==> config.mk <==
export PLATFORM = sky130hd
export DESIGN_NAME = hba_detector
export DESIGN_NICKNAME = d
export VERILOG_FILES = /design/src/rtl/hba_pkg.sv /design/src/rtl/hba_detector.sv
export SDC_FILE = /design/constraint.sdc
export NUM_CORES = 1
export LEC_CHECK = 0
export BUFFER_PORTS_ARGS = -buffer_cell sky130_fd_sc_hd__buf_2
export CAP_MARGIN = 20
export CORE_MARGIN = 3
export CORE_UTILIZATION = 65
export CTS_CLUSTER_DIAMETER = 40
export DETAILED_ROUTE_END_ITERATION = 10
export GPL_TIMING_DRIVEN = 0
export PLACE_DENSITY_LB_ADDON = 0.12
export SETUP_SLACK_MARGIN = 0.3
export SKIP_LAST_GASP = 1
export SYNTH_ARGS = -nofsm -noshare
export SYNTH_HDL_FRONTEND = slang
export SYNTH_SLANG_ARGS = --single-unit
==> constraint.sdc <==
create_clock -name ref_clk -period 6.6 [get_ports ref_clk]
set_input_delay 0.33 -clock ref_clk [delete_from_list [all_inputs] [get_ports ref_clk]]
set_output_delay 0.33 -clock ref_clk [all_outputs]
set_load 0.02 [all_outputs]
==> src/rtl/hba_pkg.sv <==
// Constants shared by the heater break alarm detector
package hba_pkg;
	// ----------------------------------------------------------------
	// Clock and timing
	// ----------------------------------------------------------------
	localparam int CLK_KHZ       = 25000;
	localparam int ON_MIN_MS     = 100;
	localparam int ON_MIN_CYCLES = ON_MIN_MS * CLK_KHZ;
	// ----------------------------------------------------------------
	// Widths
	// ----------------------------------------------------------------
	localparam int CH_NUM    = 2;
	localparam int OUT_NUM   = 4;
	localparam int CUR_W     = 11;
	localparam int ADDR_W    = 8;
	localparam int DATA_W    = 16;
	localparam int ASSIGN_W  = 3;
	localparam int IRQ_W     = 3;
	// ----------------------------------------------------------------
	// Register offsets
	// ----------------------------------------------------------------
	localparam logic [7:0] ADDR_CTRL     = 8'h00;
	localparam logic [7:0] ADDR_THR0     = 8'h04;
	localparam logic [7:0] ADDR_HYS0     = 8'h0c;
	localparam logic [7:0] ADDR_LATCH    = 8'h14;
	localparam logic [7:0] ADDR_ASSIGN   = 8'h18;
	localparam logic [7:0] ADDR_MON0     = 8'h1c;
	localparam logic [7:0] ADDR_ALARM    = 8'h24;
	localparam logic [7:0] ADDR_IRQ_STAT = 8'h28;
	localparam logic [7:0] ADDR_IRQ_MASK = 8'h2c;
	localparam logic [7:0] CH_STRIDE     = 8'h04;
	// ----------------------------------------------------------------
	// Field positions
	// ----------------------------------------------------------------
	localparam int CTRL_RUN_BIT  = 0;
	localparam int CTRL_CLR_BIT  = 1;
	localparam int CTRL_SRST_BIT = 2;
	localparam int IRQ_REFUSED   = 2;
	// ----------------------------------------------------------------
	// Values in units of 0.1 A, output assignment codes and reset values
	// ----------------------------------------------------------------
	localparam logic [10:0] THR_FORCE_OFF = 11'h000;
	localparam logic [10:0] THR_FORCE_ON  = 11'h3e8;
	localparam logic [10:0] THR_RESET     = 11'h000;
	localparam logic [10:0] HYS_MIN       = 11'h001;
	localparam logic [10:0] HYS_MAX       = 11'h3e8;
	localparam logic [10:0] HYS_RESET     = 11'h001;
	localparam logic [10:0] CUR_MAX       = 11'h44c;
	localparam logic [2:0]  ASSIGN_OFF    = 3'h0;
	localparam logic [2:0]  ASSIGN_MAX    = 3'h4;
	localparam logic [2:0]  ASSIGN_RESET0 = 3'h1;
	localparam logic [2:0]  ASSIGN_RESET1 = 3'h2;
	localparam logic        LATCH_RESET   = 1'b0;
endpackage : hba_pkg

==> src/rtl/hba_detector.sv <==
// Two-channel heater break alarm detector with register port and interrupt
//
// Chosen here: strobed register access and the address map.
`timescale 1ns/10ps

module hba_detector #(
	parameter int ON_MIN_CYCLES = hba_pkg::ON_MIN_CYCLES
) (
	input  wire logic                        ref_clk,
	input  wire logic                        reset,
	input  wire logic [hba_pkg::ADDR_W-1:0]  regAddr,
	input  wire logic [hba_pkg::DATA_W-1:0]  regWrData,
	input  wire logic                        regWr,
	input  wire logic                        regRd,
	output logic      [hba_pkg::DATA_W-1:0]  regRdData,
	input  wire logic [hba_pkg::OUT_NUM-1:0] heatOut,
	input  wire logic [hba_pkg::OUT_NUM-1:0] coolOut,
	input  wire logic [hba_pkg::CH_NUM-1:0]  sensorFittedPin,
	input  wire logic [hba_pkg::CH_NUM-1:0]  sampleValid,
	input  wire logic [hba_pkg::CUR_W-1:0]   currentSensorOne,
	input  wire logic [hba_pkg::CUR_W-1:0]   currentSensorTwo,
	output logic      [hba_pkg::CH_NUM-1:0]  heaterBreakAlarm,
	output logic                             irq
);
	localparam int CNT_W = $clog2(ON_MIN_CYCLES + 1);
	localparam logic [CNT_W-1:0] ON_DONE = CNT_W'(ON_MIN_CYCLES);

	// ----------------------------------------------------------------
	// Address decode helper
	// ----------------------------------------------------------------
	// True when addr hits the per-channel register at base for channel ch
	function automatic logic chHit(input logic [7:0] addr, input logic [7:0] base,
		input int ch);
		chHit = (addr == base + 8'(ch * hba_pkg::CH_STRIDE));
	endfunction : chHit

	logic                        run;
	logic [hba_pkg::CUR_W-1:0]   thr       [hba_pkg::CH_NUM];
	logic [hba_pkg::CUR_W-1:0]   hys       [hba_pkg::CH_NUM];
	logic [hba_pkg::CUR_W-1:0]   monitor   [hba_pkg::CH_NUM];
	logic [hba_pkg::CUR_W-1:0]   curIn     [hba_pkg::CH_NUM];
	logic [hba_pkg::CH_NUM-1:0]  latchEn;
	logic [hba_pkg::ASSIGN_W-1:0] assignSel [hba_pkg::CH_NUM];
	logic [hba_pkg::IRQ_W-1:0]   irqStat;
	logic [hba_pkg::IRQ_W-1:0]   irqMask;
	logic [hba_pkg::CH_NUM-1:0]  alarmPrev;
	logic [hba_pkg::CH_NUM-1:0]  fitSync1;
	logic [hba_pkg::CH_NUM-1:0]  fitSync2;
	logic [hba_pkg::CH_NUM-1:0]  fitSync3;
	logic [hba_pkg::CH_NUM-1:0]  fitted;
	logic [hba_pkg::CH_NUM-1:0]  thrZeroWr;
	logic                        clrCmd;
	logic                        srstCmd;
	logic                        cfgWrTry;
	logic                        refusedWr;
	logic [hba_pkg::IRQ_W-1:0]   irqEvent;
	logic [hba_pkg::DATA_W-1:0]  next_rdData;

	assign curIn[0] = currentSensorOne;
	assign curIn[1] = currentSensorTwo;

	// ----------------------------------------------------------------
	// Command strobes and write checks
	// ----------------------------------------------------------------
	// Commands are write-one pulses, they store nothing
	assign clrCmd  = regWr && regAddr == hba_pkg::ADDR_CTRL && regWrData[hba_pkg::CTRL_CLR_BIT];
	assign srstCmd = regWr && regAddr == hba_pkg::ADDR_CTRL && regWrData[hba_pkg::CTRL_SRST_BIT];
	// Any write to a setting that may only change while stopped
	assign cfgWrTry = regWr && (chHit(regAddr, hba_pkg::ADDR_HYS0, 0)
		|| chHit(regAddr, hba_pkg::ADDR_HYS0, 1) || regAddr == hba_pkg::ADDR_LATCH
		|| regAddr == hba_pkg::ADDR_ASSIGN);
	assign refusedWr = cfgWrTry && run;

	// ----------------------------------------------------------------
	// Sensor-fitted strap synchroniser
	// ----------------------------------------------------------------
	// Three stages; a change is taken once the last two agree
	always_ff @(posedge ref_clk) begin
		if (reset) begin
			fitSync1 <= '0;
			fitSync2 <= '0;
			fitSync3 <= '0;
			fitted   <= '0;
		end else begin
			fitSync1 <= sensorFittedPin;
			fitSync2 <= fitSync1;
			fitSync3 <= fitSync2;
			for (int i = 0; i < hba_pkg::CH_NUM; i++) begin
				if (fitSync2[i] == fitSync3[i]) begin
					fitted[i] <= fitSync3[i];
				end
			end
		end
	end

	// ----------------------------------------------------------------
	// Run flag
	// ----------------------------------------------------------------
	// Soft restart also stops control so settings can be changed
	always_ff @(posedge ref_clk) begin
		if (reset) begin
			run <= 1'b0;
		end else if (srstCmd) begin
			run <= 1'b0;
		end else if (regWr && regAddr == hba_pkg::ADDR_CTRL) begin
			run <= regWrData[hba_pkg::CTRL_RUN_BIT];
		end
	end

	// ----------------------------------------------------------------
	// Per-channel settings
	// ----------------------------------------------------------------
	// Out-of-range values are dropped so the special codes stay meaningful
	always_ff @(posedge ref_clk) begin
		if (reset) begin
			thr[0]       <= hba_pkg::THR_RESET;
			thr[1]       <= hba_pkg::THR_RESET;
			hys[0]       <= hba_pkg::HYS_RESET;
			hys[1]       <= hba_pkg::HYS_RESET;
			latchEn      <= {hba_pkg::CH_NUM{hba_pkg::LATCH_RESET}};
			assignSel[0] <= hba_pkg::ASSIGN_RESET0;
			assignSel[1] <= hba_pkg::ASSIGN_RESET1;
		end else if (regWr) begin
			for (int i = 0; i < hba_pkg::CH_NUM; i++) begin
				if (chHit(regAddr, hba_pkg::ADDR_THR0, i)
					&& regWrData[hba_pkg::CUR_W-1:0] <= hba_pkg::THR_FORCE_ON
					&& regWrData[hba_pkg::DATA_W-1:hba_pkg::CUR_W] == '0) begin
					thr[i] <= regWrData[hba_pkg::CUR_W-1:0];
				end
				if (!run && chHit(regAddr, hba_pkg::ADDR_HYS0, i)
					&& regWrData[hba_pkg::CUR_W-1:0] >= hba_pkg::HYS_MIN
					&& regWrData[hba_pkg::CUR_W-1:0] <= hba_pkg::HYS_MAX
					&& regWrData[hba_pkg::DATA_W-1:hba_pkg::CUR_W] == '0) begin
					hys[i] <= regWrData[hba_pkg::CUR_W-1:0];
				end
				if (!run && regAddr == hba_pkg::ADDR_ASSIGN
					&& regWrData[i*hba_pkg::ASSIGN_W +: hba_pkg::ASSIGN_W]
					<= hba_pkg::ASSIGN_MAX) begin
					assignSel[i] <= regWrData[i*hba_pkg::ASSIGN_W +: hba_pkg::ASSIGN_W];
				end
			end
			if (!run && regAddr == hba_pkg::ADDR_LATCH) begin
				latchEn <= regWrData[hba_pkg::CH_NUM-1:0];
			end
		end
	end

	// ----------------------------------------------------------------
	// Detection channels
	// ----------------------------------------------------------------
	genvar g;
	generate
		for (g = 0; g < hba_pkg::CH_NUM; g++) begin : gChan
			logic [1:0]       selIdx;
			logic             chEnabled;
			logic             onNow;
			logic             qualified;
			logic             evalNow;
			logic             below;
			logic             recovered;
			logic             release_;
			logic [CNT_W-1:0] onCnt;

			assign selIdx    = 2'(assignSel[g] - 3'h1);
			// Cooling outputs and missing sensors give no detection
			assign chEnabled = assignSel[g] != hba_pkg::ASSIGN_OFF && fitted[g]
				&& !coolOut[selIdx];
			assign onNow     = chEnabled && heatOut[selIdx];
			assign qualified = onNow && onCnt == ON_DONE;
			assign evalNow   = qualified && sampleValid[g];
			assign below     = curIn[g] < thr[g];
			assign recovered = {1'b0, curIn[g]} >= {1'b0, thr[g]} + {1'b0, hys[g]};
			assign release_  = clrCmd || srstCmd || thrZeroWr[g];
			assign thrZeroWr[g] = regWr && chHit(regAddr, hba_pkg::ADDR_THR0, g)
				&& regWrData == '0;

			// On-time counter; restarts each time the output turns on
			always_ff @(posedge ref_clk) begin
				if (reset || !onNow || srstCmd) begin
					onCnt <= '0;
				end else if (onCnt != ON_DONE) begin
					onCnt <= onCnt + 1'b1;
				end
			end

			// Monitor holds the last sample, clipped to the top of the range
			always_ff @(posedge ref_clk) begin
				if (reset) begin
					monitor[g] <= '0;
				end else if (sampleValid[g]) begin
					monitor[g] <= (curIn[g] > hba_pkg::CUR_MAX) ? hba_pkg::CUR_MAX
						: curIn[g];
				end
			end

			// Alarm drives only status; heating outputs are never touched
			always_ff @(posedge ref_clk) begin
				if (reset || release_ || !chEnabled) begin
					heaterBreakAlarm[g] <= 1'b0;
				end else if (thr[g] == hba_pkg::THR_FORCE_OFF) begin
					heaterBreakAlarm[g] <= 1'b0;
				end else if (thr[g] == hba_pkg::THR_FORCE_ON) begin
					heaterBreakAlarm[g] <= 1'b1;
				end else if (evalNow && below) begin
					heaterBreakAlarm[g] <= 1'b1;
				end else if (evalNow && recovered && !latchEn[g]) begin
					heaterBreakAlarm[g] <= 1'b0;
				end
			end

			a_force_off: assert property (@(posedge ref_clk) disable iff (reset)
				thr[g] == hba_pkg::THR_FORCE_OFF |=> !heaterBreakAlarm[g])
				else $error("alarm on while threshold forces it off");
			a_force_on: assert property (@(posedge ref_clk) disable iff (reset)
				(thr[g] == hba_pkg::THR_FORCE_ON && chEnabled && !release_)
				|=> heaterBreakAlarm[g])
				else $error("alarm off while threshold forces it on");
			a_short_pulse: assert property (@(posedge ref_clk) disable iff (reset)
				(onNow && !qualified && !release_ && thr[g] != hba_pkg::THR_FORCE_OFF
				&& thr[g] != hba_pkg::THR_FORCE_ON) |=> $stable(heaterBreakAlarm[g]))
				else $error("alarm changed during short on interval");
			a_below_sets: assert property (@(posedge ref_clk) disable iff (reset)
				(evalNow && below && !release_ && thr[g] != hba_pkg::THR_FORCE_OFF)
				|=> heaterBreakAlarm[g])
				else $error("low current did not raise alarm");
			a_off_ignored: assert property (@(posedge ref_clk) disable iff (reset)
				(!onNow && chEnabled && !release_ && thr[g] != hba_pkg::THR_FORCE_OFF
				&& thr[g] != hba_pkg::THR_FORCE_ON) |=> $stable(heaterBreakAlarm[g]))
				else $error("alarm changed while output off");
			a_latch_hold: assert property (@(posedge ref_clk) disable iff (reset)
				(latchEn[g] && heaterBreakAlarm[g] && chEnabled && !release_
				&& thr[g] != hba_pkg::THR_FORCE_OFF) |=> heaterBreakAlarm[g])
				else $error("latched alarm dropped");
		end
	endgenerate

	a_clear_release: assert property (@(posedge ref_clk) disable iff (reset)
		clrCmd |=> heaterBreakAlarm == '0)
		else $error("clear command left an alarm on");
	a_refused_write: assert property (@(posedge ref_clk) disable iff (reset)
		(run && regWr && !srstCmd) |=> $stable(hys[0]) && $stable(hys[1])
		&& $stable(latchEn))
		else $error("setting changed while running");

	// ----------------------------------------------------------------
	// Interrupt status and output
	// ----------------------------------------------------------------
	// Alarm rising edges and refused writes; set wins over write-one clear
	assign irqEvent = {refusedWr, heaterBreakAlarm & ~alarmPrev};

	always_ff @(posedge ref_clk) begin
		if (reset) begin
			alarmPrev <= '0;
			irqStat   <= '0;
			irqMask   <= '0;
			irq       <= 1'b0;
		end else begin
			alarmPrev <= heaterBreakAlarm;
			if (regWr && regAddr == hba_pkg::ADDR_IRQ_STAT) begin
				irqStat <= (irqStat & ~regWrData[hba_pkg::IRQ_W-1:0]) | irqEvent;
			end else begin
				irqStat <= irqStat | irqEvent;
			end
			if (regWr && regAddr == hba_pkg::ADDR_IRQ_MASK) begin
				irqMask <= regWrData[hba_pkg::IRQ_W-1:0];
			end
			irq <= |(irqStat & irqMask);
		end
	end

	a_irq_level: assert property (@(posedge ref_clk) disable iff (reset)
		1'b1 |=> irq == $past(|(irqStat & irqMask)))
		else $error("interrupt output does not follow masked status");

	// ----------------------------------------------------------------
	// Read path
	// ----------------------------------------------------------------
	// Unmapped addresses read as zero
	always_comb begin
		next_rdData = '0;
		case (regAddr)
			hba_pkg::ADDR_CTRL: begin
				next_rdData[hba_pkg::CTRL_RUN_BIT] = run;
			end
			hba_pkg::ADDR_THR0: begin
				next_rdData[hba_pkg::CUR_W-1:0] = thr[0];
			end
			hba_pkg::ADDR_THR0 + hba_pkg::CH_STRIDE: begin
				next_rdData[hba_pkg::CUR_W-1:0] = thr[1];
			end
			hba_pkg::ADDR_HYS0: begin
				next_rdData[hba_pkg::CUR_W-1:0] = hys[0];
			end
			hba_pkg::ADDR_HYS0 + hba_pkg::CH_STRIDE: begin
				next_rdData[hba_pkg::CUR_W-1:0] = hys[1];
			end
			hba_pkg::ADDR_LATCH: begin
				next_rdData[hba_pkg::CH_NUM-1:0] = latchEn;
			end
			hba_pkg::ADDR_ASSIGN: begin
				next_rdData[2*hba_pkg::ASSIGN_W-1:0] = {assignSel[1], assignSel[0]};
			end
			hba_pkg::ADDR_MON0: begin
				next_rdData[hba_pkg::CUR_W-1:0] = monitor[0];
			end
			hba_pkg::ADDR_MON0 + hba_pkg::CH_STRIDE: begin
				next_rdData[hba_pkg::CUR_W-1:0] = monitor[1];
			end
			hba_pkg::ADDR_ALARM: begin
				next_rdData[hba_pkg::CH_NUM-1:0] = heaterBreakAlarm;
			end
			hba_pkg::ADDR_IRQ_STAT: begin
				next_rdData[hba_pkg::IRQ_W-1:0] = irqStat;
			end
			hba_pkg::ADDR_IRQ_MASK: begin
				next_rdData[hba_pkg::IRQ_W-1:0] = irqMask;
			end
			default: begin
				next_rdData = '0;
			end
		endcase
	end

	// Data stands only in the cycle after the read strobe
	always_ff @(posedge ref_clk) begin
		if (reset || !regRd) begin
			regRdData <= '0;
		end else begin
			regRdData <= next_rdData;
		end
	end

	a_read_alarm: assert property (@(posedge ref_clk) disable iff (reset)
		(regRd && regAddr == hba_pkg::ADDR_ALARM)
		|=> regRdData[hba_pkg::CH_NUM-1:0] == $past(heaterBreakAlarm))
		else $error("alarm register read wrong");
endmodule : hba_detector

==> flow_metrics.tcl, run 1 <==
set metrics [dict create \
    outcome "finished, final reports clean" \
    yosysTopAreaCell "edfxtp_1" \
    register_area_mm2 0.00370 \
    critical_path_arrival_ns 4.11 \
    ys_async_sr_fraction 0 \
    r2r_slack_ns 2.86 \
    p_per_area_mw_per_mm2 235 \
    max-slew-margin-rel 0.389 \
    wl_per_cell_um 18.5 \
    synth_common_cells "nor2_1, dfxtp_1, edfxtp_1" \
    ant_nets 0 \
    finalWirelength_mm 22.1 \
    worstMarginPinSlew_ns 0.908 \
    grt_pass1_vias 7054 \
    cts-hold-fix-buffers 0 \
    setup_ws_ns 2.86 \
    cap_violations 0 \
    multiInputGateArea_mm2 0.00467 \
    dieWidth_um 121 \
    hold_class "input port to register" \
    cts_tree "yes" \
    finalHoldViolations 0 \
    ys_seq_area_frac 0.428 \
    rows 41 \
    slew_viol_final 0 \
    fp.dieH_um 121 \
    crit_path_end_kind "register" \
    synth-edff-count 72 \
    rsz0062_at_grt "false" \
    syn2layout_area_growth_pct 14.9 \
    worstPathRequired_ns 6.97 \
    irDropWorstVdd_mv 0.246 \
    synth.most_common_cell "nor2_1" \
    cts_sinks 149 \
    design.die.area_mm2 0.0147 \
    ys_ff_latch 149 \
    setup_viol 0 \
    start_util 0.674 \
    drc 0 \
    leakage_nw 3.92 \
    grt_pass1_wl_mm 35.4 \
    cp_max_fo 4 \
    cp-start-kind "register" \
    avgViaCountPerCell 6.17 \
    criticalPathCategory "register to register" \
    drtIter0Drc 773 \
    drive_gt1_frac 0.145 \
    yosys_warnings 0 \
    grt_use_total 0.311 \
    cts_setup_buffers 0 \
    antenna_cells 0 \
    ioPinCount 81 \
    core_area_mm2 0.0128 \
    pre_cts_slack_ns 2.87 \
    fin_crit_sh 0.567 \
    ys.flop_type "dfxtp_1" \
    skew_ns 0.0133 \
    synth_top_area_frac 0.250 \
    grt_max_degree 17 \
    cts_resized 0 \
    clockBufferDepth 2 \
    dp_hpwl_mm 16.8 \
    grt-ovfl-total 0 \
    htreeDepth 4 \
    fmax_ghz 0.267 \
    synth_area_mm2 0.00865 \
    synth_area_per_cell_um2 9.55 \
    netlist_top_cells_area "edfxtp_1, dfxtp_1, ha_1, nor2_1, xor2_1" \
    nets 1142 \
    numPortBuffers 72 \
    synth.distinct_cells 67 \
    fillers 908 \
    cts.clk_slew.worst_paths_ns 0.06 \
    cts-root-buf "clkbuf_16" \
    dr.pass1.iters 6 \
    gp_congestion 1.03 \
    setup_tns_ns 0 \
    vias 7364 \
    fin_crit_ns 3.74 \
    clk_latency_ns 0.44 \
    cts_made_buffers 17 \
    synth_cells 905 \
    grt_antenna_before_repair 0 \
]
## path summary, 6_finish.rpt
path / to / cells after the start / from
setup / recovery: heaterBreakAlarm[0] / 16 / thr[0][0]
hold reg to reg: fitSync2[1] / 1 / fitSync1[1]
hold / removal: fitSync1[0] / 2 / sensorFittedPin[0]
setup reg to reg: heaterBreakAlarm[0] / 16 / thr[0][0]
## report_power, final
part           switching (W)  internal, W  leakage, nW  total [W]
Combinational       0.000155     0.000121         2.27   0.000276
Clock               0.000398     0.000633        0.314    0.00103
Sequential         0.0000308     0.000999         1.34    0.00103
## layer usage
metal / part of all wire / GRT usage
met2: 0.46 / 0.496
met5: 0 / 0
met1: 0.42 / 0.419
met3: 0.089 / 0.0690
met4: 0.024 / 0.111
## stage by stage
step | power, W | area, µm² | util | hold slack [ns] | cells
after global routing | 0.00242 | 9940 | 0.775 | 0.136 | 1193
after CTS | 0.00234 | 9940 | 0.775 | 0.110 | 1193
after floorplan | 0.00122 | 8680 | - | 0.414 | 913
after detailed placement | 0.00132 | 9300 | 0.725 | 0.431 | 1161
after global placement | 0.00131 | 9250 | 0.721 | 0.421 | 1157
final | 0.00234 | 9940 | 0.775 | 0.115 | 1193
## worst max-delay path, cell delays in order, from the launching register on
cell,delay [ns]
edfxtp_1,0.44
ha_1,0.26
fa_1,0.41
a21o_1,0.18
a21oi_1,0.22
o21ai_0,0.16
or4_1,0.44
a31o_2,0.25
a21oi_1,0.17
xor2_1,0.18
ha_1,0.25
o21a_1,0.10
o21ai_0,0.17
nor2_1,0.07
a31oi_1,0.19
a31oi_1,0.06
a21oi_1,0.13
## layout make-up
type / count / area share
Sequential cell: 149 / 0.373
Tap cell: 172 / 0.0217
Inverter: 50 / 0.0189
Buffer: 26 / 0.0126
Clock inverter: 11 / 0.0132
Clock buffer: 21 / 0.0511
Timing Repair Buffer: 76 / 0.0397
Multi-Input combinational cell: 688 / 0.470
## state kept, by name, summed over array words and instances, names as in the netlist, 3 cells and up
signal,count
assignSel,6
gChan.onCnt,44
irqMask,3
monitor,22
regRdData,11
irqStat,3
thr,22
hys,22
## cell families (layout without fill, tap and decap cells)
kind of cell	count (synthesis)	count (layout)	share of synthesized area
AO/OA/AOI/OAI	161	161	0.122
buffers and inverters	76	184	0.0362
flip-flops	149	149	0.428
XOR/XNOR	57	57	0.0577
other	1	9	0.000434
AND/OR/NAND/NOR	368	368	0.219
adder cells (fa/ha/maj)	72	72	0.106
multiplexers	21	21	0.0301
## cell usage in the layout (no fill, tap or decap), drive strengths merged, types with 4 or more instances in the layout
cell and count:
xor2 36, inv 54, dfxtp 77, edfxtp 72, mux4 4, nor4 13
nand3 27, nor4b 5, clkinv 4, nor2 124, a31oi 12, a21oi 45
xnor2 21, or2 5, conb 9, o31ai 5, and2 26, and3 14
or4 9, nor3 20, ha 70, o21a 6, a22oi 14, o21ai 32
a221oi 5, or3 5, nand4 13, mux2i 17, clkbuf 38, nand2 63
a21o 6, buf 85, nand2b 7, nor2b 20
No activity file was read; power rests on OpenSTA's default activity.
==> inputs of run 2 (changes only) <==
ABC_AREA = 1   (was default)
CORE_UTILIZATION = 55   (was 65)
clock period = 3.15 ns   (was 6.6 ns; I/O delays follow)
==> run 2 against run 1 <==
  * Critical path depth increased by 4
  * Highest routed layer unchanged
  * Utilization down 9.8 points
  * Cell area up 5.9%
  * Fmax rose by 39%
  * Critical path type unchanged
  * Sequential power grew 110%
  * Largest power group unchanged
==> flow_metrics.tcl, run 2 <==
set metrics [dict create \
    skew_ns 0.00957 \
    crit_path_end_kind "register" \
    synth.distinct_cells 58 \
    synth_compound_area_frac 0.128 \
    synth_top_family_by_area "simple AND/OR/NAND/NOR gates" \
    grt_pass1_wl_mm 37.9 \
    ant_nets 0 \
    design.die.area_mm2 0.0178 \
    cp_max_fo 5 \
    grt-ovfl-total 0 \
    cp-start-kind "register" \
    setup_ws_ns 0.459 \
    dp_hpwl_mm 19.1 \
    rsz0062_at_grt "true" \
    nets 1386 \
    grt_pass1_vias 7377 \
    clockBufferDepth 2 \
    synth_common_cells "nand2_1, inv_1, nor2_1" \
    layout_commonest_cell "nand2_1" \
    setup_viol 0 \
    grt_max_degree 17 \
    ys_async_sr_fraction 0 \
    yosysTopAreaCell "edfxtp_1" \
    clk_latency_ns 0.43 \
    antenna_cells 0 \
    drc 0 \
    yosys_warnings 0 \
    cts_sinks 149 \
    pre_cts_slack_ns 0.257 \
    yosys.area_share.adder 0.102 \
    dr.pass1.iters 5 \
    cp.buffers_inverters 1 \
    fillers 1349 \
    worstMarginPinSlew_ns 0.674 \
    synth-xor-area-share 0.0284 \
    cpLargestDelayFamily "simple AND/OR/NAND/NOR gates" \
    synth.most_common_cell "nand2_1" \
    gp_congestion 1.06 \
    synth_top_area_frac 0.242 \
    core_area_mm2 0.0155 \
    irDropWorstVdd_mv 0.413 \
    critPathSlowestCell "edfxtp_1" \
    fmax_ghz 0.372 \
    drtIter0Drc 759 \
    setup_tns_ns 0 \
    outcome "finished, final reports clean" \
    max-slew-margin-rel 0.550 \
    netlist_top_cells_area "edfxtp_1, dfxtp_1, ha_1, nand2_1, inv_1" \
    ys_seq_area_frac 0.414 \
    drive_gt1_frac 0.160 \
    critical_path.max_stage_delay_ns 0.47 \
    vias 8122 \
    numPortBuffers 74 \
    synth-edff-count 72 \
    ys_ff_latch 149 \
    avgViaCountPerCell 5.50 \
    cap_violations 0 \
    critical_path_arrival_ns 3.01 \
    worstPathRequired_ns 3.47 \
    hold_class "input port to register" \
    finalHoldViolations 0 \
    critPathMostFrequentCell "nand2_1" \
    criticalPathCategory "register to register" \
    final_cell_mix "nand2_1, inv_1, nor2_1, buf_2, dfxtp_1" \
    start_util 0.576 \
    leakage_nw 4.70 \
    ys.flop_type "dfxtp_1" \
    cts.clk_slew.worst_paths_ns 0.06 \
    grt_use_total 0.273 \
    synthMuxAreaShare 0 \
    dieWidth_um 134 \
    cts_tree "yes" \
    finalWirelength_mm 24.9 \
    slew_viol_final 0 \
    syn2layout_area_growth_pct 17.6 \
    synth_area_mm2 0.00895 \
    dp.cells 1420 \
    rows 45 \
    fin_crit_sh 0.854 \
    top_register "gChan.onCnt" \
    cts_made_buffers 17 \
    largest_register_ffs 44 \
    htreeDepth 4 \
    ioPinCount 81 \
    synth_area_per_cell_um2 7.95 \
    crit_path_cell_trace "ha_4, nand2_1, nand2_1, nand3_1, nand2_2, a21oi_4, nor2_2, nor2_1, xor2_1, ha_1, inv_1, o31a_1, nand2_1, nand2_1, nand2_1, nand2_1, nand2_1, nand2_1, nand2_1, a21oi_1" \
    fp.dieH_um 134 \
    grt_antenna_before_repair 0 \
    p_per_area_mw_per_mm2 455 \
    synth-simple-area-share 0.230 \
    wl_per_cell_um 16.9 \
    cts-root-buf "clkbuf_16" \
    fin_crit_ns 2.69 \
    synth_cells 1126 \
    finalNonFillerCells 1476 \
]
==> run 2: changes by cell type after synthesis, sizes merged, moves of 14 or more <==
| cell | delta |
|---|---|
| nand2 | +151 |
| inv | +158 |
| nor2b | -20 |
| and2 | -24 |
| clkbuf | -14 |
| a21oi | +37 |
| mux2i | -17 |
| nand3 | +16 |
| a22oi | -14 |
| xor2 | -19 |
| nor3 | +18 |
==> run 2: repair_timing <==
item,in CTS,in global routing
endpoints found under the hold margin,2,0
pin swaps,0,8
gates resized for setup,1,31
setup buffers,0,22
hold buffers,2,0
endpoints found under the setup margin,1,2
==> run 2: power by group <==
part / switching (W) / internal [W] / leakage (nW)
Sequential: 0.0000715 / 0.00209 / 1.34
Clock: 0.000850 / 0.00110 / 0.265
Combinational: 0.000396 / 0.000278 / 3.10
==> run 2: per-layer routing <==
layer	vias up	global-route usage	routed length, µm
li1	3999	-	-
met5	-	0	0
met3	46	0.0665	2250
met1	3708	0.377	10800
met2	369	0.429	11200
met4	0	0.0777	573
==> run 2: worst register-to-register path: cells and delay by family (launching register included) <==
kind            cells  cell delay [ns]
simple gates       13             0.91
fa+ha+maj           2             0.64
flops               1             0.47
compound gates      3             0.39
xor+xnor            1             0.14
buf+inv             1             0.05
==> run 2: logic make-up after synthesis <==
kind of cell | Yosys count
buf+inv | 223
xor+xnor | 29
flops | 149
fa+ha+maj | 72
other cells | 1
simple gates | 461
compound gates | 191
==> run 2: through the flow <==
step                      area [µm²]  utilization  power, W  hold slack, ns
after global placement          9610        0.619   0.00278           0.361
after CTS                      10200        0.656   0.00473          0.0130
after detailed placement        9620        0.619   0.00280           0.366
final                          10500        0.677   0.00479          0.0269
after global routing           10500        0.677   0.00498          0.0228
after floorplan                 8980            -   0.00259           0.264
==> run 2: worst paths after layout <==
kind / from / endpoint / slack, ns / cells after the start
worst max-delay path: thr[0][2] / heaterBreakAlarm[0] / 0.46 / 20
worst min-delay path: regWrData[0] / run / 0.03 / 3
worst max register to register: thr[0][2] / heaterBreakAlarm[0] / 0.46 / 20
worst min register to register: fitSync1[0] / fitSync2[0] / 0.41 / 2
==> run 2: layout make-up <==
class	count	area (µm²)	area share
Buffer	14	86.3	0.00820
Multi-Input combinational cell	762	4560	0.434
Clock inverter	12	121	0.0115
Tap cell	211	264	0.0251
Clock buffer	20	437	0.0415
Timing Repair Buffer	99	563	0.0535
Inverter	209	785	0.0745
Sequential cell	149	3700	0.352
